===== config.mk =====
export PLATFORM = sky130hd
export DESIGN_NAME = sar_adc_dev_flat
export DESIGN_NICKNAME = d
export VERILOG_FILES = /design/src/design/sar_adc_pkg.sv /design/src/design/sar_adc_if.sv /design/src/design/sar_adc_dev.sv /design/src/flat_wrapper.sv
export SDC_FILE = /design/constraint.sdc
export NUM_CORES = 1
export LEC_CHECK = 0
export BUFFER_PORTS_ARGS = -buffer_cell sky130_fd_sc_hd__buf_2
export CORE_MARGIN = 2
export CORE_UTILIZATION = 35
export CTS_BUF_LIST = sky130_fd_sc_hd__clkbuf_8
export CTS_CLUSTER_DIAMETER = 200
export DETAILED_ROUTE_END_ITERATION = 7
export GPL_TIMING_DRIVEN = 1
export SLEW_MARGIN = 25
export SYNTH_ARGS = -nofsm -noshare
export SYNTH_HDL_FRONTEND = slang
export SYNTH_SLANG_ARGS = --single-unit
export TNS_END_PERCENT = 100

===== constraint.sdc =====
create_clock -name mclk_i -period 3.7 [get_ports mclk_i]
set_input_delay 1.11 -clock mclk_i [delete_from_list [all_inputs] [get_ports mclk_i]]
set_output_delay 1.11 -clock mclk_i [all_outputs]
set_load 0.05 [all_outputs]

===== src/design/sar_adc_pkg.sv =====
// shared constants for the converter readout link
// How it works
// - device yields 16-bit results, up to 500 kHz
// - full result on 16 lines, bit 15 MSB
// - narrow option: two reads per result
// - half-select low gives MSBs, high LSBs
// - busy high exactly while converting
// - conversion steps follow external conversion clock
// - host pulses read strobe per word or half
package sar_adc_pkg;
  localparam int unsigned RESULT_W = 16;
  localparam int unsigned HALF_W = 8;
  localparam int unsigned SAMPLE_RATE_KHZ = 500;
  localparam int unsigned CLK_MHZ = 100;
  // least sample period in system cycles, rounded up
  localparam int unsigned SAMPLE_PERIOD_CYC = (CLK_MHZ * 1000 + SAMPLE_RATE_KHZ - 1) / SAMPLE_RATE_KHZ;
  // conversion clock ticks per conversion (one per bit plus sample)
  localparam int unsigned CONV_TICKS = 17;
  localparam logic [15:0] RESULT_RESET = 16'h0000;
  // host conversion clock divider, system cycles per half period
  localparam int unsigned CCLK_HALF_CYC = 5;
endpackage : sar_adc_pkg


===== src/design/sar_adc_if.sv =====
// interface joining the converter and its host
`timescale 1ns/1ps
interface sar_adc_if;
  logic conversion_trigger;
  logic chip_select_n;
  logic read_strobe_n;
  logic half_select;
  logic conv_clk;
  logic busy;
  logic [15:0] result_bus; // result_bit_msb is bit 15, result_bit_lsb bit 0
  modport dev (
    input conversion_trigger, chip_select_n, read_strobe_n, half_select, conv_clk,
    output busy, result_bus
  );
  modport host (
    output conversion_trigger, chip_select_n, read_strobe_n, half_select, conv_clk,
    input busy, result_bus
  );
endinterface : sar_adc_if


===== src/design/sar_adc_dev.sv =====
// converter end: sequencer, busy flag and parallel readout
`timescale 1ns/1ps
module sar_adc_dev #(
  parameter int unsigned CONV_TICKS = sar_adc_pkg::CONV_TICKS,
  parameter bit NARROW = 1'b0
) (
  input wire logic mclk_i,
  input wire logic rst_i,
  sar_adc_if.dev link,
  input wire logic [15:0] sample_i,
  output logic [15:0] last_result_o
);
  // refuse tick counts that the 8-bit counter cannot serve
  if (CONV_TICKS < 2 || CONV_TICKS > 255) begin : g_bad_ticks
    $error("CONV_TICKS out of range");
  end

  typedef enum logic [0:0] {
    ST_IDLE = 1'b0,
    ST_CONV = 1'b1
  } state_t;

  state_t state;
  state_t next_state;
  logic [7:0] tick_cnt;
  logic [7:0] next_tick_cnt;
  logic [15:0] held;
  logic [15:0] next_held;
  logic [15:0] result;
  logic [15:0] next_result;
  logic [7:0] dbus;
  logic [7:0] next_dbus;
  logic cclk_q;
  logic trig_q;
  logic rd_q;
  logic cclk_rise;
  logic trig_rise;
  logic rd_fall;

  assign cclk_rise = link.conv_clk & ~cclk_q;
  assign trig_rise = link.conversion_trigger & ~trig_q & ~link.chip_select_n;
  assign rd_fall = ~link.read_strobe_n & rd_q & ~link.chip_select_n;

  // edge history of the link inputs
  always_ff @(posedge mclk_i or posedge rst_i) begin
    if (rst_i) begin
      cclk_q <= 1'b0;
      trig_q <= 1'b0;
      rd_q <= 1'b1;
    end else begin
      cclk_q <= link.conv_clk;
      trig_q <= link.conversion_trigger;
      rd_q <= link.read_strobe_n;
    end
  end

  // conversion sequencer, stepped by conversion clock rises
  always_comb begin
    next_state = state;
    next_tick_cnt = tick_cnt;
    next_held = held;
    next_result = result;
    case (state)
      ST_IDLE: begin
        if (trig_rise) begin // triggers during busy are ignored
          next_state = ST_CONV;
          next_tick_cnt = 8'h00;
          next_held = sample_i; // sample instant
        end
      end
      ST_CONV: begin
        if (cclk_rise) begin
          if (tick_cnt == 8'(CONV_TICKS - 1)) begin
            next_state = ST_IDLE;
            next_result = held;
          end else begin
            next_tick_cnt = tick_cnt + 8'h01;
          end
        end
      end
      default: next_state = ST_IDLE;
    endcase
  end

  // readout: strobe falling edge loads the half picked by half_select into dbus
  always_comb begin
    next_dbus = dbus;
    if (rd_fall) begin
      if (link.half_select) begin
        next_dbus = result[7:0];
      end else begin
        next_dbus = result[15:8];
      end
    end
  end

  always_ff @(posedge mclk_i or posedge rst_i) begin
    if (rst_i) begin
      state <= ST_IDLE;
      tick_cnt <= 8'h00;
      held <= sar_adc_pkg::RESULT_RESET;
      result <= sar_adc_pkg::RESULT_RESET;
      dbus <= sar_adc_pkg::RESULT_RESET[7:0];
    end else begin
      state <= next_state;
      tick_cnt <= next_tick_cnt;
      held <= next_held;
      result <= next_result;
      dbus <= next_dbus;
    end
  end

  assign link.busy = (state == ST_CONV);
  // wide: whole result on all lines; narrow: strobed half on the low lines
  assign link.result_bus = NARROW ? {result[15:8], dbus} : result;
  assign last_result_o = result;
endmodule : sar_adc_dev


===== src/flat_wrapper.sv =====
// flat-port wrapper written by rule: the top's interface ports become plain ports
module sar_adc_dev_flat 
#(
  parameter int unsigned CONV_TICKS = sar_adc_pkg::CONV_TICKS,
  parameter bit NARROW = 1'b0
)
  (mclk_i, rst_i, sample_i, last_result_o, link_conversion_trigger, link_chip_select_n, link_read_strobe_n, link_half_select, link_conv_clk, link_busy, link_result_bus);
  sar_adc_if link_i ();
  input wire logic mclk_i;
  input wire logic rst_i;
  input wire logic [15:0] sample_i;
  output logic [15:0] last_result_o;
  input wire logic [$bits(link_i.conversion_trigger)-1:0] link_conversion_trigger;
  input wire logic [$bits(link_i.chip_select_n)-1:0] link_chip_select_n;
  input wire logic [$bits(link_i.read_strobe_n)-1:0] link_read_strobe_n;
  input wire logic [$bits(link_i.half_select)-1:0] link_half_select;
  input wire logic [$bits(link_i.conv_clk)-1:0] link_conv_clk;
  output wire logic [$bits(link_i.busy)-1:0] link_busy;
  output wire logic [$bits(link_i.result_bus)-1:0] link_result_bus;
  assign link_i.conversion_trigger = link_conversion_trigger;
  assign link_i.chip_select_n = link_chip_select_n;
  assign link_i.read_strobe_n = link_read_strobe_n;
  assign link_i.half_select = link_half_select;
  assign link_i.conv_clk = link_conv_clk;
  assign link_busy = link_i.busy;
  assign link_result_bus = link_i.result_bus;
  sar_adc_dev #(.CONV_TICKS(CONV_TICKS), .NARROW(NARROW)) u_core (.mclk_i(mclk_i), .rst_i(rst_i), .link(link_i), .sample_i(sample_i), .last_result_o(last_result_o));
endmodule

==> results of run 1 <==
-- cells by family (layout without fill, tap and decap cells) --
| family | count (synthesis) | after routing | share of synthesized area |
|---|---|---|---|
| DFF | 43 | 43 | 0.5581 |
| buffers and inverters | 24 | 67 | 0.07981 |
| adders and majority gates | 2 | 2 | 0.01298 |
| AOI/OAI and AO/OA | 14 | 14 | 0.05516 |
| muxes | 32 | 32 | 0.1869 |
| and+or+nand+nor | 30 | 30 | 0.1071 |
-- cell type report --
type                            instances  area (um2)
Sequential cell                        43        1076
Clock buffer                            5       68.82
Inverter                                4       15.01
Clock inverter                          3       15.01
Timing Repair Buffer                   55       280.3
Fill cell                             509        3162
Tap cell                               72       90.09
Multi-Input combinational cell         78       698.2
-- registers in the layout, indices dropped and copies added (netlist names) --
signal	cells
u_core.cclk_q	1
u_core.link.busy	1
u_core.tick_cnt	8
u_core.held	16
u_core.trig_q	1
u_core.last_result_o	16
-- power by group through the flow --
stage / clock [uW] / combinational (uW) / sequential, uW
floorplan: 0 / 167 / 664
global placement: 0 / 205 / 680
detailed placement: 0 / 211 / 680
CTS: 300 / 210 / 671
global route: 324 / 237 / 689
finish: 283 / 205 / 670
-- worst max-delay path, delay by kind of cell --
kind / cells / cell delay (ns)
mux: 1 / 0.46
buf+inv: 1 / 0.10
simple gates: 2 / 0.97
-- per-layer routing --
metal | track usage | vias up | part of all wire
met5 | 0 | - | 0
met4 | 0.05965 | 0 | 0.018
met3 | 0.04138 | 6 | 0.062
met2 | 0.1724 | 35 | 0.43
met1 | 0.1601 | 570 | 0.49
li1 | - | 584 | -
-- cells in the final DEF (no fill, tap or decap) --
cell / n
and4b_1: 1
nand3_1: 6
mux2_2: 32
o2bb2ai_2: 1
o31ai_1: 1
buf_2: 53
nor3_1: 1
o211ai_1: 3
or2_1: 1
and3b_1: 1
nor4b_4: 1
nand2b_1: 1
ha_1: 2
inv_1: 3
a21o_1: 1
or4_1: 2
nand2_1: 10
dfrtp_1: 43
clkbuf_8: 5
o21ai_0: 6
nor4_4: 1
o21a_1: 1
nor4bb_1: 1
inv_2: 1
nor2_1: 1
nand4_2: 1
o41ai_2: 1
or4b_1: 1
and2_1: 1
clkinv_2: 3
buf_4: 2
-- path summary, 6_finish.rpt --
path	endpoint	startpoint	cells after the start	slack, ns
min reg2reg	u_core.last_result_o[10]	u_core.held[10]	1	0.50
min	u_core.last_result_o[10]	u_core.held[10]	1	0.50
min in group asynchronous	u_core.tick_cnt[7]	rst_i	2	0.86
max	u_core.last_result_o[8]	link_conv_clk	4	1.23
max in group asynchronous	u_core.held[13]	rst_i	3	2.20
max reg2reg	u_core.last_result_o[8]	u_core.tick_cnt[0]	5	1.52
-- through the flow --
stage / utilization / worst slack [ns]
4_1_cts: 0.4150 / 1.205
2_1_floorplan: - / 1.355
3_5_place_dp: 0.3995 / 0.8835
6_report: 0.4150 / 1.231
5_1_grt: 0.4150 / 1.149
3_3_place_gp: 0.3995 / 0.8976
==> flow_metrics.py, run 1 <==
metrics = {
    "floorplan": {
        "core_area_mm2": 0.005405,
        "initial_utilization": 0.3567,
        "num_rows": 27,
        "io_pins": 56,
        "die_area_mm2": 0.006118,
        "die_w_um": 78.22,
        "fp.dieH_um": 78.22,
    },
    "power": {
        "leakagePower_uw": 0.001165,
        "p_per_area_mw_per_mm2": 516.3,
        "ir_drop_v": 0.0001688,
        "power_uw": 1158,
        "pwr-share-clk": 0.244,
        "p_sw_uw": 329.6,
        "combPwrFrac": 0.177,
        "internal_power_uw": 828.7,
        "seq_power_share": 0.579,
        "sw_frac_of_total": 0.2845,
    },
    "sta": {
        "fmax_mhz": 405.0,
        "setup_tns_ns": 0,
        "finalHoldViolations": 0,
        "min_period_over_period": 0.6674,
        "tightest_slew_ns": 0.5830,
        "finalClockSkew_ns": 0.007021,
        "period_minus_slack_ns": 2.469,
        "rsz0062_at_grt": "false",
        "slew_viol_final": 0,
        "finalSetupViolations": 0,
        "whs_ns": 0.5019,
        "max_slew_margin": 0.6104,
    },
    "critical_path": {
        "cp.arrival_ns": 2.65,
        "startpoint_type": "input port",
        "cp_slowest_cell": "nand4_2",
        "crit_path_end_kind": "flop",
        "required_ns": 3.88,
        "crit_chain": "buf_2 -> nor4bb_1 -> nand4_2 -> mux2_2",
        "path_class": "input port to flop",
        "cp_max_fo": 16,
        "cpPeakStageDelay_ns": 0.54,
    },
    "yosys": {
        "synthesis.nets": 170,
        "synthesis.area_mm2": 0.001928,
        "async_flop_share": 1.000,
        "synth.most_common_cell": "dfrtp_1",
        "netlist-cell-type-count": 29,
        "syn_inst": 145,
        "synth_edf_count": 0,
        "synth-seq-cells": 43,
        "synth_commonest_cells": "dfrtp_1 (43), mux2_2 (32), buf_4 (16), nand2_1 (10)",
        "ys.flop_type": "dfrtp_1",
        "ys_warn_count": 0,
        "synth_top_area_cell": "dfrtp_1",
        "synth_top_area_frac": 0.5581,
        "synthTopCellsByArea": "dfrtp_1 (56%), mux2_2 (19%), buf_4 (6.2%)",
        "seq_area_frac_synth": 0.5581,
        "synth_area_per_cell_um2": 13.30,
    },
    "cells_and_area": {
        "drive_above_1_share": 0.5372,
        "postLayoutCellArea_mm2": 0.002243,
        "finalNonFillerCells": 260,
        "n_antenna_cell": 0,
        "fin_nets": 212,
        "area_growth_pct": 16.35,
    },
    "global_route": {
        "grt_remaining_overflow": 0,
        "grtUsageTotal": 0.1197,
        "grt_max_degree": 27,
        "antenna_found_initial": 0,
        "grt_pass1_wl_um": 5685,
        "grt_pass1_vias": 1166,
    },
    "cts": {
        "cts_tree": "done",
        "cts_resized": 0,
        "hold_buffers": 0,
        "cts_buffer_depth": 2,
        "clk_pin_slew_ns": 0.08,
        "clock_latency_ns": 0.29,
        "cts.sinks": 43,
        "ctsRootBufferMaster": "clkbuf_8",
        "h-tree-depth": 2,
        "post_cts_buffers": 0,
        "cts_inserted_buffers": 5,
    },
    "routing": {
        "wl_per_cell_um": 12.40,
        "wl_um": 3224,
        "ant_nets": 0,
        "avgViaCountPerCell": 4.596,
        "drtPass1Iterations": 2,
        "drc": 0,
        "vias": 1195,
        "drt_iter0_markers": 65,
    },
    "min_path": {
        "hold_class": "flop to flop",
    },
    "placement": {
        "port_buffers": 53,
        "place_hpwl_um": 2271,
        "place.gp.congestion": 0.7192,
        "dp.cells": 252,
        "dpl_cell_area_mm2": 0.002160,
    },
    "outcome": {
        "status": "finished clean",
    },
    "run": {
        "cap_viol_max_count": 0,
    },
}
(Power assumes the default switching activity.)
==> run 2: changes to the inputs <==
--- a/config.mk
+++ b/config.mk
@@ -5,6 +5,7 @@
 export SDC_FILE = /design/constraint.sdc
 export NUM_CORES = 1
 export LEC_CHECK = 0
+export ABC_AREA = 1
 export BUFFER_PORTS_ARGS = -buffer_cell sky130_fd_sc_hd__buf_2
 export CORE_MARGIN = 2
 export CORE_UTILIZATION = 35
==> constraint.sdc (replaced) <==
create_clock -name mclk_i -period 2.4 [get_ports mclk_i]
set_input_delay 0.72 -clock mclk_i [delete_from_list [all_inputs] [get_ports mclk_i]]
set_output_delay 0.72 -clock mclk_i [all_outputs]
set_load 0.05 [all_outputs]
==> run 2 against run 1 <==
Against the previous run: routed wire length grew 13%; synthesized area up 6.2%; critical path depth decreased by 3; non-clock buffer count increased by 1; clock-buffer cell count unchanged; register-to-register slack worse by 0.82 ns; total power is 63% higher; clock power up 97%; combinational power rose by 76%; hold slack lost 0.015 ns; clock skew down 0.0018 ns.
==> flow_metrics.py, run 2 <==
metrics = {
    "sta": {
        "finalHoldViolations": 0,
        "tightest_slew_ns": 0.5330,
        "period_minus_slack_ns": 1.755,
        "rsz0062_at_grt": "false",
        "finalSetupViolations": 0,
        "setup_tns_ns": 0,
        "fmax_mhz": 569.7,
        "finalClockSkew_ns": 0.005239,
        "max_slew_margin": 0.6447,
        "slew_viol_final": 0,
        "min_period_over_period": 0.7314,
    },
    "critical_path": {
        "cp.depth": 1,
        "rrSetupSlack_ns": 0.70,
        "r2r_end": "u_core.last_result_o[14]",
        "crit_chain": "buf_2",
        "required_ns": 1.68,
        "crit_family": "flip-flops",
        "path_class": "flop to output pin",
        "cpPeakStageDelay_ns": 0.44,
        "critical_path_buf_inv_count": 1,
        "rr_startpoint": "u_core.tick_cnt[0]",
        "cp_max_fo": 6,
        "startpoint_type": "flop",
        "cp_slowest_cell": "dfrtp_1",
        "cp.arrival_ns": 1.04,
        "crit_path_end_kind": "output pin",
        "r2r_cells": 9,
    },
    "cells_and_area": {
        "final_common_cell": "nand2_1",
        "seqCellArea_mm2": 0.001076,
        "multi_input_area_um2": 710.7,
        "n_fill_cell": 569,
        "finalNonFillerCells": 324,
        "drive_above_1_share": 0.3333,
        "area_growth_pct": 14.29,
        "n_antenna_cell": 0,
        "final_cell_mix": "nand2_1 (61), buf_2 (53), dfrtp_1 (43)",
        "fin_nets": 276,
        "postLayoutCellArea_mm2": 0.002341,
    },
    "yosys": {
        "synth_edf_count": 0,
        "synth_commonest_cells": "nand2_1 (61), dfrtp_1 (43), nand3_1 (21), buf_4 (17), inv_1 (13)",
        "synth-seq-cells": 43,
        "synth.most_common_cell": "nand2_1",
        "synth-xor-area-share": 0.004276,
        "synth_area_per_cell_um2": 9.707,
        "synth_compound_area_frac": 0.03665,
        "synthesis.nets": 236,
        "synth-simple-area-share": 0.2077,
        "ys.flop_type": "dfrtp_1",
        "synth_top_family_by_area": "simple AND/OR/NAND/NOR gates",
        "synth_top_area_frac": 0.5254,
        "syn_inst": 211,
        "synthesis.area_mm2": 0.002048,
        "yosys.area_share.adder": 0.01222,
        "netlist-cell-type-count": 22,
        "async_flop_share": 1.000,
        "synth_top_area_cell": "dfrtp_1",
        "ys_warn_count": 0,
        "synthTopCellsByArea": "dfrtp_1 (53%), nand2_1 (11%), buf_4 (6.2%)",
        "seq_area_frac_synth": 0.5254,
        "muxShareOfSynthArea": 0.08613,
    },
    "placement": {
        "place_hpwl_um": 2613,
        "dp.cells": 316,
        "place.gp.congestion": 0.8413,
        "dpl_cell_area_mm2": 0.002228,
        "port_buffers": 53,
    },
    "power": {
        "leakagePower_uw": 0.001295,
        "p_per_area_mw_per_mm2": 804.1,
        "seq_power_share": 0.513,
        "p_sw_uw": 525.3,
        "internal_power_uw": 1357,
        "pwr-share-clk": 0.296,
        "sw_frac_of_total": 0.2790,
        "combPwrFrac": 0.191,
        "ir_drop_v": 0.0004474,
    },
    "cts": {
        "clock_latency_ns": 0.29,
        "cts_resized": 0,
        "hold_buffers": 0,
        "cts_buffer_depth": 2,
        "post_cts_buffers": 0,
        "h-tree-depth": 2,
        "cts_inserted_buffers": 5,
        "cts_tree": "done",
        "cts.sinks": 43,
        "clk_pin_slew_ns": 0.08,
        "ctsRootBufferMaster": "clkbuf_8",
    },
    "global_route": {
        "grt_pass1_vias": 1314,
        "grt_remaining_overflow": 0,
        "grt_max_degree": 44,
        "antenna_found_initial": 0,
        "grtUsageTotal": 0.1236,
        "grt_pass1_wl_um": 6120,
    },
    "routing": {
        "avgViaCountPerCell": 4.426,
        "drtPass1Iterations": 4,
        "drc": 0,
        "wl_per_cell_um": 11.21,
        "ant_nets": 0,
        "vias": 1434,
        "wl_um": 3632,
        "drt_iter0_markers": 72,
    },
    "floorplan": {
        "initial_utilization": 0.3675,
        "io_pins": 56,
        "die_w_um": 80.50,
        "core_area_mm2": 0.005574,
        "die_area_mm2": 0.006480,
        "fp.dieH_um": 80.50,
        "num_rows": 27,
    },
    "min_path": {
        "holdPathStages": 2,
        "hold_class": "flop to flop",
        "hold_end": "u_core.last_result_o[6]",
        "holdCritStartpoint": "u_core.last_result_o[6]",
    },
    "outcome": {
        "status": "finished clean",
    },
    "run": {
        "cap_viol_max_count": 0,
    },
}
[run 2: worst reg2reg max path: cells and delay by family, from the launching register on]
family / cells / cell delay [ns]
AOI/OAI and AO/OA: 1 / 0.07
adders and majority gates: 1 / 0.15
buffers and inverters: 2 / 0.34
DFF: 1 / 0.42
and+or+nand+nor: 5 / 0.60
[run 2: cell families (layout without fill, tap and decap cells)]
kind of cell / Yosys count / after routing
AND/OR/NAND/NOR: 98 / 98
flip-flops: 43 / 43
buffers and inverters: 38 / 79
AO/OA/AOI/OAI: 15 / 15
multiplexers: 14 / 14
adder cells (fa/ha/maj): 2 / 2
XOR/XNOR: 1 / 1
[run 2: worst max-delay path by stage]
stage | slack [ns] | from | endpoint
after global routing | 0.50 | u_core.tick_cnt[0] | u_core.last_result_o[14]
after detailed placement | 0.60 | link_chip_select_n | u_core.held[2]
after floorplan | 0.68 | rst_i | u_core.cclk_q
after global placement | 0.61 | link_chip_select_n | u_core.held[1]
final | 0.64 | u_core.link.busy | link_busy
after CTS | 0.62 | u_core.link.busy | link_busy
[run 2: final cells by class]
cell class                      count  area share
Clock buffer                        5     0.02940
Inverter                           15     0.02726
Tap cell                           72     0.03848
Timing Repair Buffer               56      0.1229
Sequential cell                    43      0.4596
Clock inverter                      3     0.01871
Multi-Input combinational cell    130      0.3036
[run 2: power groups by stage]
stage	clock [uW]	combinational, uW	sequential [uW]
floorplan	0	296	971
global placement	0	357	977
detailed placement	0	367	982
CTS	580	367	967
global route	611	413	993
finish	558	360	965
[run 2: metrics by stage]
stage / utilization / hold WS (ns) / total power, uW / setup WS (ns)
6_report: 0.4200 / 0.4872 / 1882 / 0.6447
5_1_grt: 0.4200 / 0.5115 / 2017 / 0.5035
3_5_place_dp: 0.3998 / 0.4714 / 1349 / 0.5971
3_3_place_gp: 0.3998 / 0.4663 / 1334 / 0.6089
2_1_floorplan: - / 0.4701 / 1266 / 0.6773
4_1_cts: 0.4200 / 0.4918 / 1915 / 0.6169
[run 2: per-layer routing]
layer / global-route usage / part of all wire
met5: 0 / 0
met4: 0.04576 / 0.014
met3: 0.03708 / 0.043
met2: 0.1900 / 0.45
met1: 0.1645 / 0.49
==> run 3: changes to the inputs <==
--- a/config.mk
+++ b/config.mk
@@ -5,7 +5,7 @@
 export SDC_FILE = /design/constraint.sdc
 export NUM_CORES = 1
 export LEC_CHECK = 0
-export ABC_AREA = 1
+export ABC_AREA = 0
 export BUFFER_PORTS_ARGS = -buffer_cell sky130_fd_sc_hd__buf_2
 export CORE_MARGIN = 2
 export CORE_UTILIZATION = 35
==> constraint.sdc (replaced) <==
create_clock -name mclk_i -period 1.8 [get_ports mclk_i]
set_input_delay 0.54 -clock mclk_i [delete_from_list [all_inputs] [get_ports mclk_i]]
set_output_delay 0.54 -clock mclk_i [all_outputs]
set_load 0.05 [all_outputs]
==> run 3 against run 2 <==
Against the previous run: total power grew 45%; cell count decreased by 17%; via count shrank 14%; largest power group unchanged; register-to-register slack worse by 0.57 ns; routed wire length down 6.7%; clock power up 55%; global-route usage decreased by 0.35 points; critical path depth rose by 6; setup slack worse by 0.52 ns; critical endpoint is now u_core.last_result_o[4]; sequential cell count stayed put; clock-buffer cell count is the same; critical path type is now flop to flop; core utilization grew 2.0 points.
==> flow_metrics.py, run 3 (synthesis gave the netlist of run 1 again) <==
metrics = {
    "outcome": {
        "status": "finished clean",
    },
    "cts": {
        "clk_pin_slew_ns": 0.08,
        "cts_inserted_buffers": 5,
        "cts_buffer_depth": 2,
        "h-tree-depth": 2,
        "post_cts_buffers": 0,
        "hold_buffers": 0,
        "cts.sinks": 43,
        "ctsRootBufferMaster": "clkbuf_8",
        "cts_resized": 0,
        "clock_latency_ns": 0.29,
        "cts_tree": "done",
    },
    "global_route": {
        "grt_pass1_wl_um": 5809,
        "grt_remaining_overflow": 0,
        "grt_max_degree": 44,
        "grt_pass1_vias": 1226,
        "grtUsageTotal": 0.1201,
        "antenna_found_initial": 0,
    },
    "power": {
        "p_sw_uw": 697.1,
        "p_per_area_mw_per_mm2": 1147,
        "seq_power_share": 0.500,
        "sw_frac_of_total": 0.2555,
        "internal_power_uw": 2031,
        "combPwrFrac": 0.183,
        "pwr-share-clk": 0.317,
        "ir_drop_v": 0.0004928,
        "leakagePower_uw": 0.001235,
    },
    "sta": {
        "finalSetupViolations": 0,
        "fmax_mhz": 598.0,
        "rsz0062_at_grt": "false",
        "max_slew_margin": 0.7919,
        "finalHoldViolations": 0,
        "tightest_slew_ns": 0.3098,
        "finalClockSkew_ns": 0.003840,
        "whs_ns": 0.3087,
        "slew_viol_final": 0,
        "final.setup.worst_slack_ns": 0.1278,
        "min_period_over_period": 0.9290,
        "period_minus_slack_ns": 1.672,
    },
    "run": {
        "cap_viol_max_count": 0,
    },
    "routing": {
        "avgViaCountPerCell": 4.591,
        "drt_iter0_markers": 43,
        "drtPass1Iterations": 2,
        "wl_per_cell_um": 12.59,
        "wl_um": 3387,
        "drc": 0,
        "vias": 1235,
        "ant_nets": 0,
    },
    "floorplan": {
        "initial_utilization": 0.3567,
        "die_w_um": 78.22,
        "fp.dieH_um": 78.22,
        "num_rows": 27,
        "core_area_mm2": 0.005405,
        "die_area_mm2": 0.006118,
        "io_pins": 56,
    },
    "critical_path": {
        "required_ns": 1.98,
        "crit_family": "buffers and inverters",
        "startpoint_type": "flop",
        "critical_path_buf_inv_count": 3,
        "cp.depth": 7,
        "r2r_cells": 7,
        "cp_slowest_cell": "dfrtp_1",
        "rrSetupSlack_ns": 0.13,
        "cp_common_cell": "buf_4",
        "crit_path_end_kind": "flop",
        "cp_max_fo": 10,
        "path_class": "flop to flop",
        "cpPeakStageDelay_ns": 0.38,
        "cp.arrival_ns": 1.85,
        "crit_chain": "inv_1 -> ha_1 -> nor4bb_2 -> buf_4 -> nand4_2 -> buf_4 -> mux2_2",
    },
    "placement": {
        "place_ws_ns": -0.02897,
        "place_hpwl_um": 2391,
        "dpl_cell_area_mm2": 0.002241,
        "port_buffers": 53,
        "place.gp.congestion": 0.7311,
    },
    "cells_and_area": {
        "postLayoutCellArea_mm2": 0.002380,
        "fin_nets": 221,
        "area_growth_pct": 23.43,
        "n_fill_cell": 532,
        "final_cell_mix": "buf_2 (53), dfrtp_1 (42), mux2_2 (32)",
        "final_common_cell": "buf_2",
        "drive_above_1_share": 0.5584,
        "n_antenna_cell": 0,
    },
    "min_path": {
        "hold_class": "input port to async pin",
    },
}
-- run 3: cell count changes in the layout (fill, tap and decap cells not counted), moves of 3 or more --
cell	before	now
nor2_1	12	1
nand2_1	61	10
buf_4	3	10
o211ai_1	0	3
o21ai_1	4	0
mux2_2	9	32
inv_1	12	5
mux2_4	5	0
o21ai_0	9	6
nand3_1	21	6
-- run 3: per-layer routing --
layer  GRT usage  vias up  routed length (um)
met5           0        -                   0
met4     0.04211        0                  36
met3     0.03218        4                 189
met2      0.1819       37                1575
met1      0.1664      594                1586
li1            -      600                   -
-- run 3: area by class of cell --
cell class	count	area, um2	area share
clock buffers	5	68.82	0.02892
clock inverters	3	63.81	0.02681
inverters	4	15.01	0.006309
multi-input cells	78	704.4	0.2960
flip-flops and latches	43	1077	0.4527
well taps	72	90.09	0.03785
repair buffers	64	360.3	0.1514
-- run 3: per-stage QoR --
step                      std cells  power (uW)  TNS (ns)    util
after floorplan                 145        1709         0       -
after global placement          261        1867  -0.05928  0.4146
after detailed placement        261        1896  -0.07928  0.4146
after CTS                       269        2783         0  0.4391
after global routing            269        2929         0  0.4403
final                           269        2729         0  0.4403
-- run 3: final timing paths --
check	startpoint	endpoint
min in group mclk_i	link_conversion_trigger	u_core.trig_q
max	u_core.tick_cnt[0]	u_core.last_result_o[4]
min reg2reg	u_core.held[10]	u_core.last_result_o[10]
max in group asynchronous	rst_i	u_core.link.busy
max reg2reg	u_core.tick_cnt[0]	u_core.last_result_o[4]
min	rst_i	u_core.last_result_o[1]
-- run 3: power by group through the flow --
stage / sequential, uW / combinational (uW) / clock [uW]
5_1_grt: 1400 / 574 / 954
4_1_cts: 1370 / 509 / 905
2_1_floorplan: 1360 / 344 / 0
6_report: 1360 / 499 / 865
3_3_place_gp: 1380 / 488 / 0
3_5_place_dp: 1390 / 509 / 0
-- run 3: worst register-to-register path: cells and delay by family (launching register included) --
family	cells	cell delay, ns
flops	1	0.38
fa+ha+maj	1	0.16
buf+inv	3	0.42
simple gates	2	0.32
mux	1	0.28
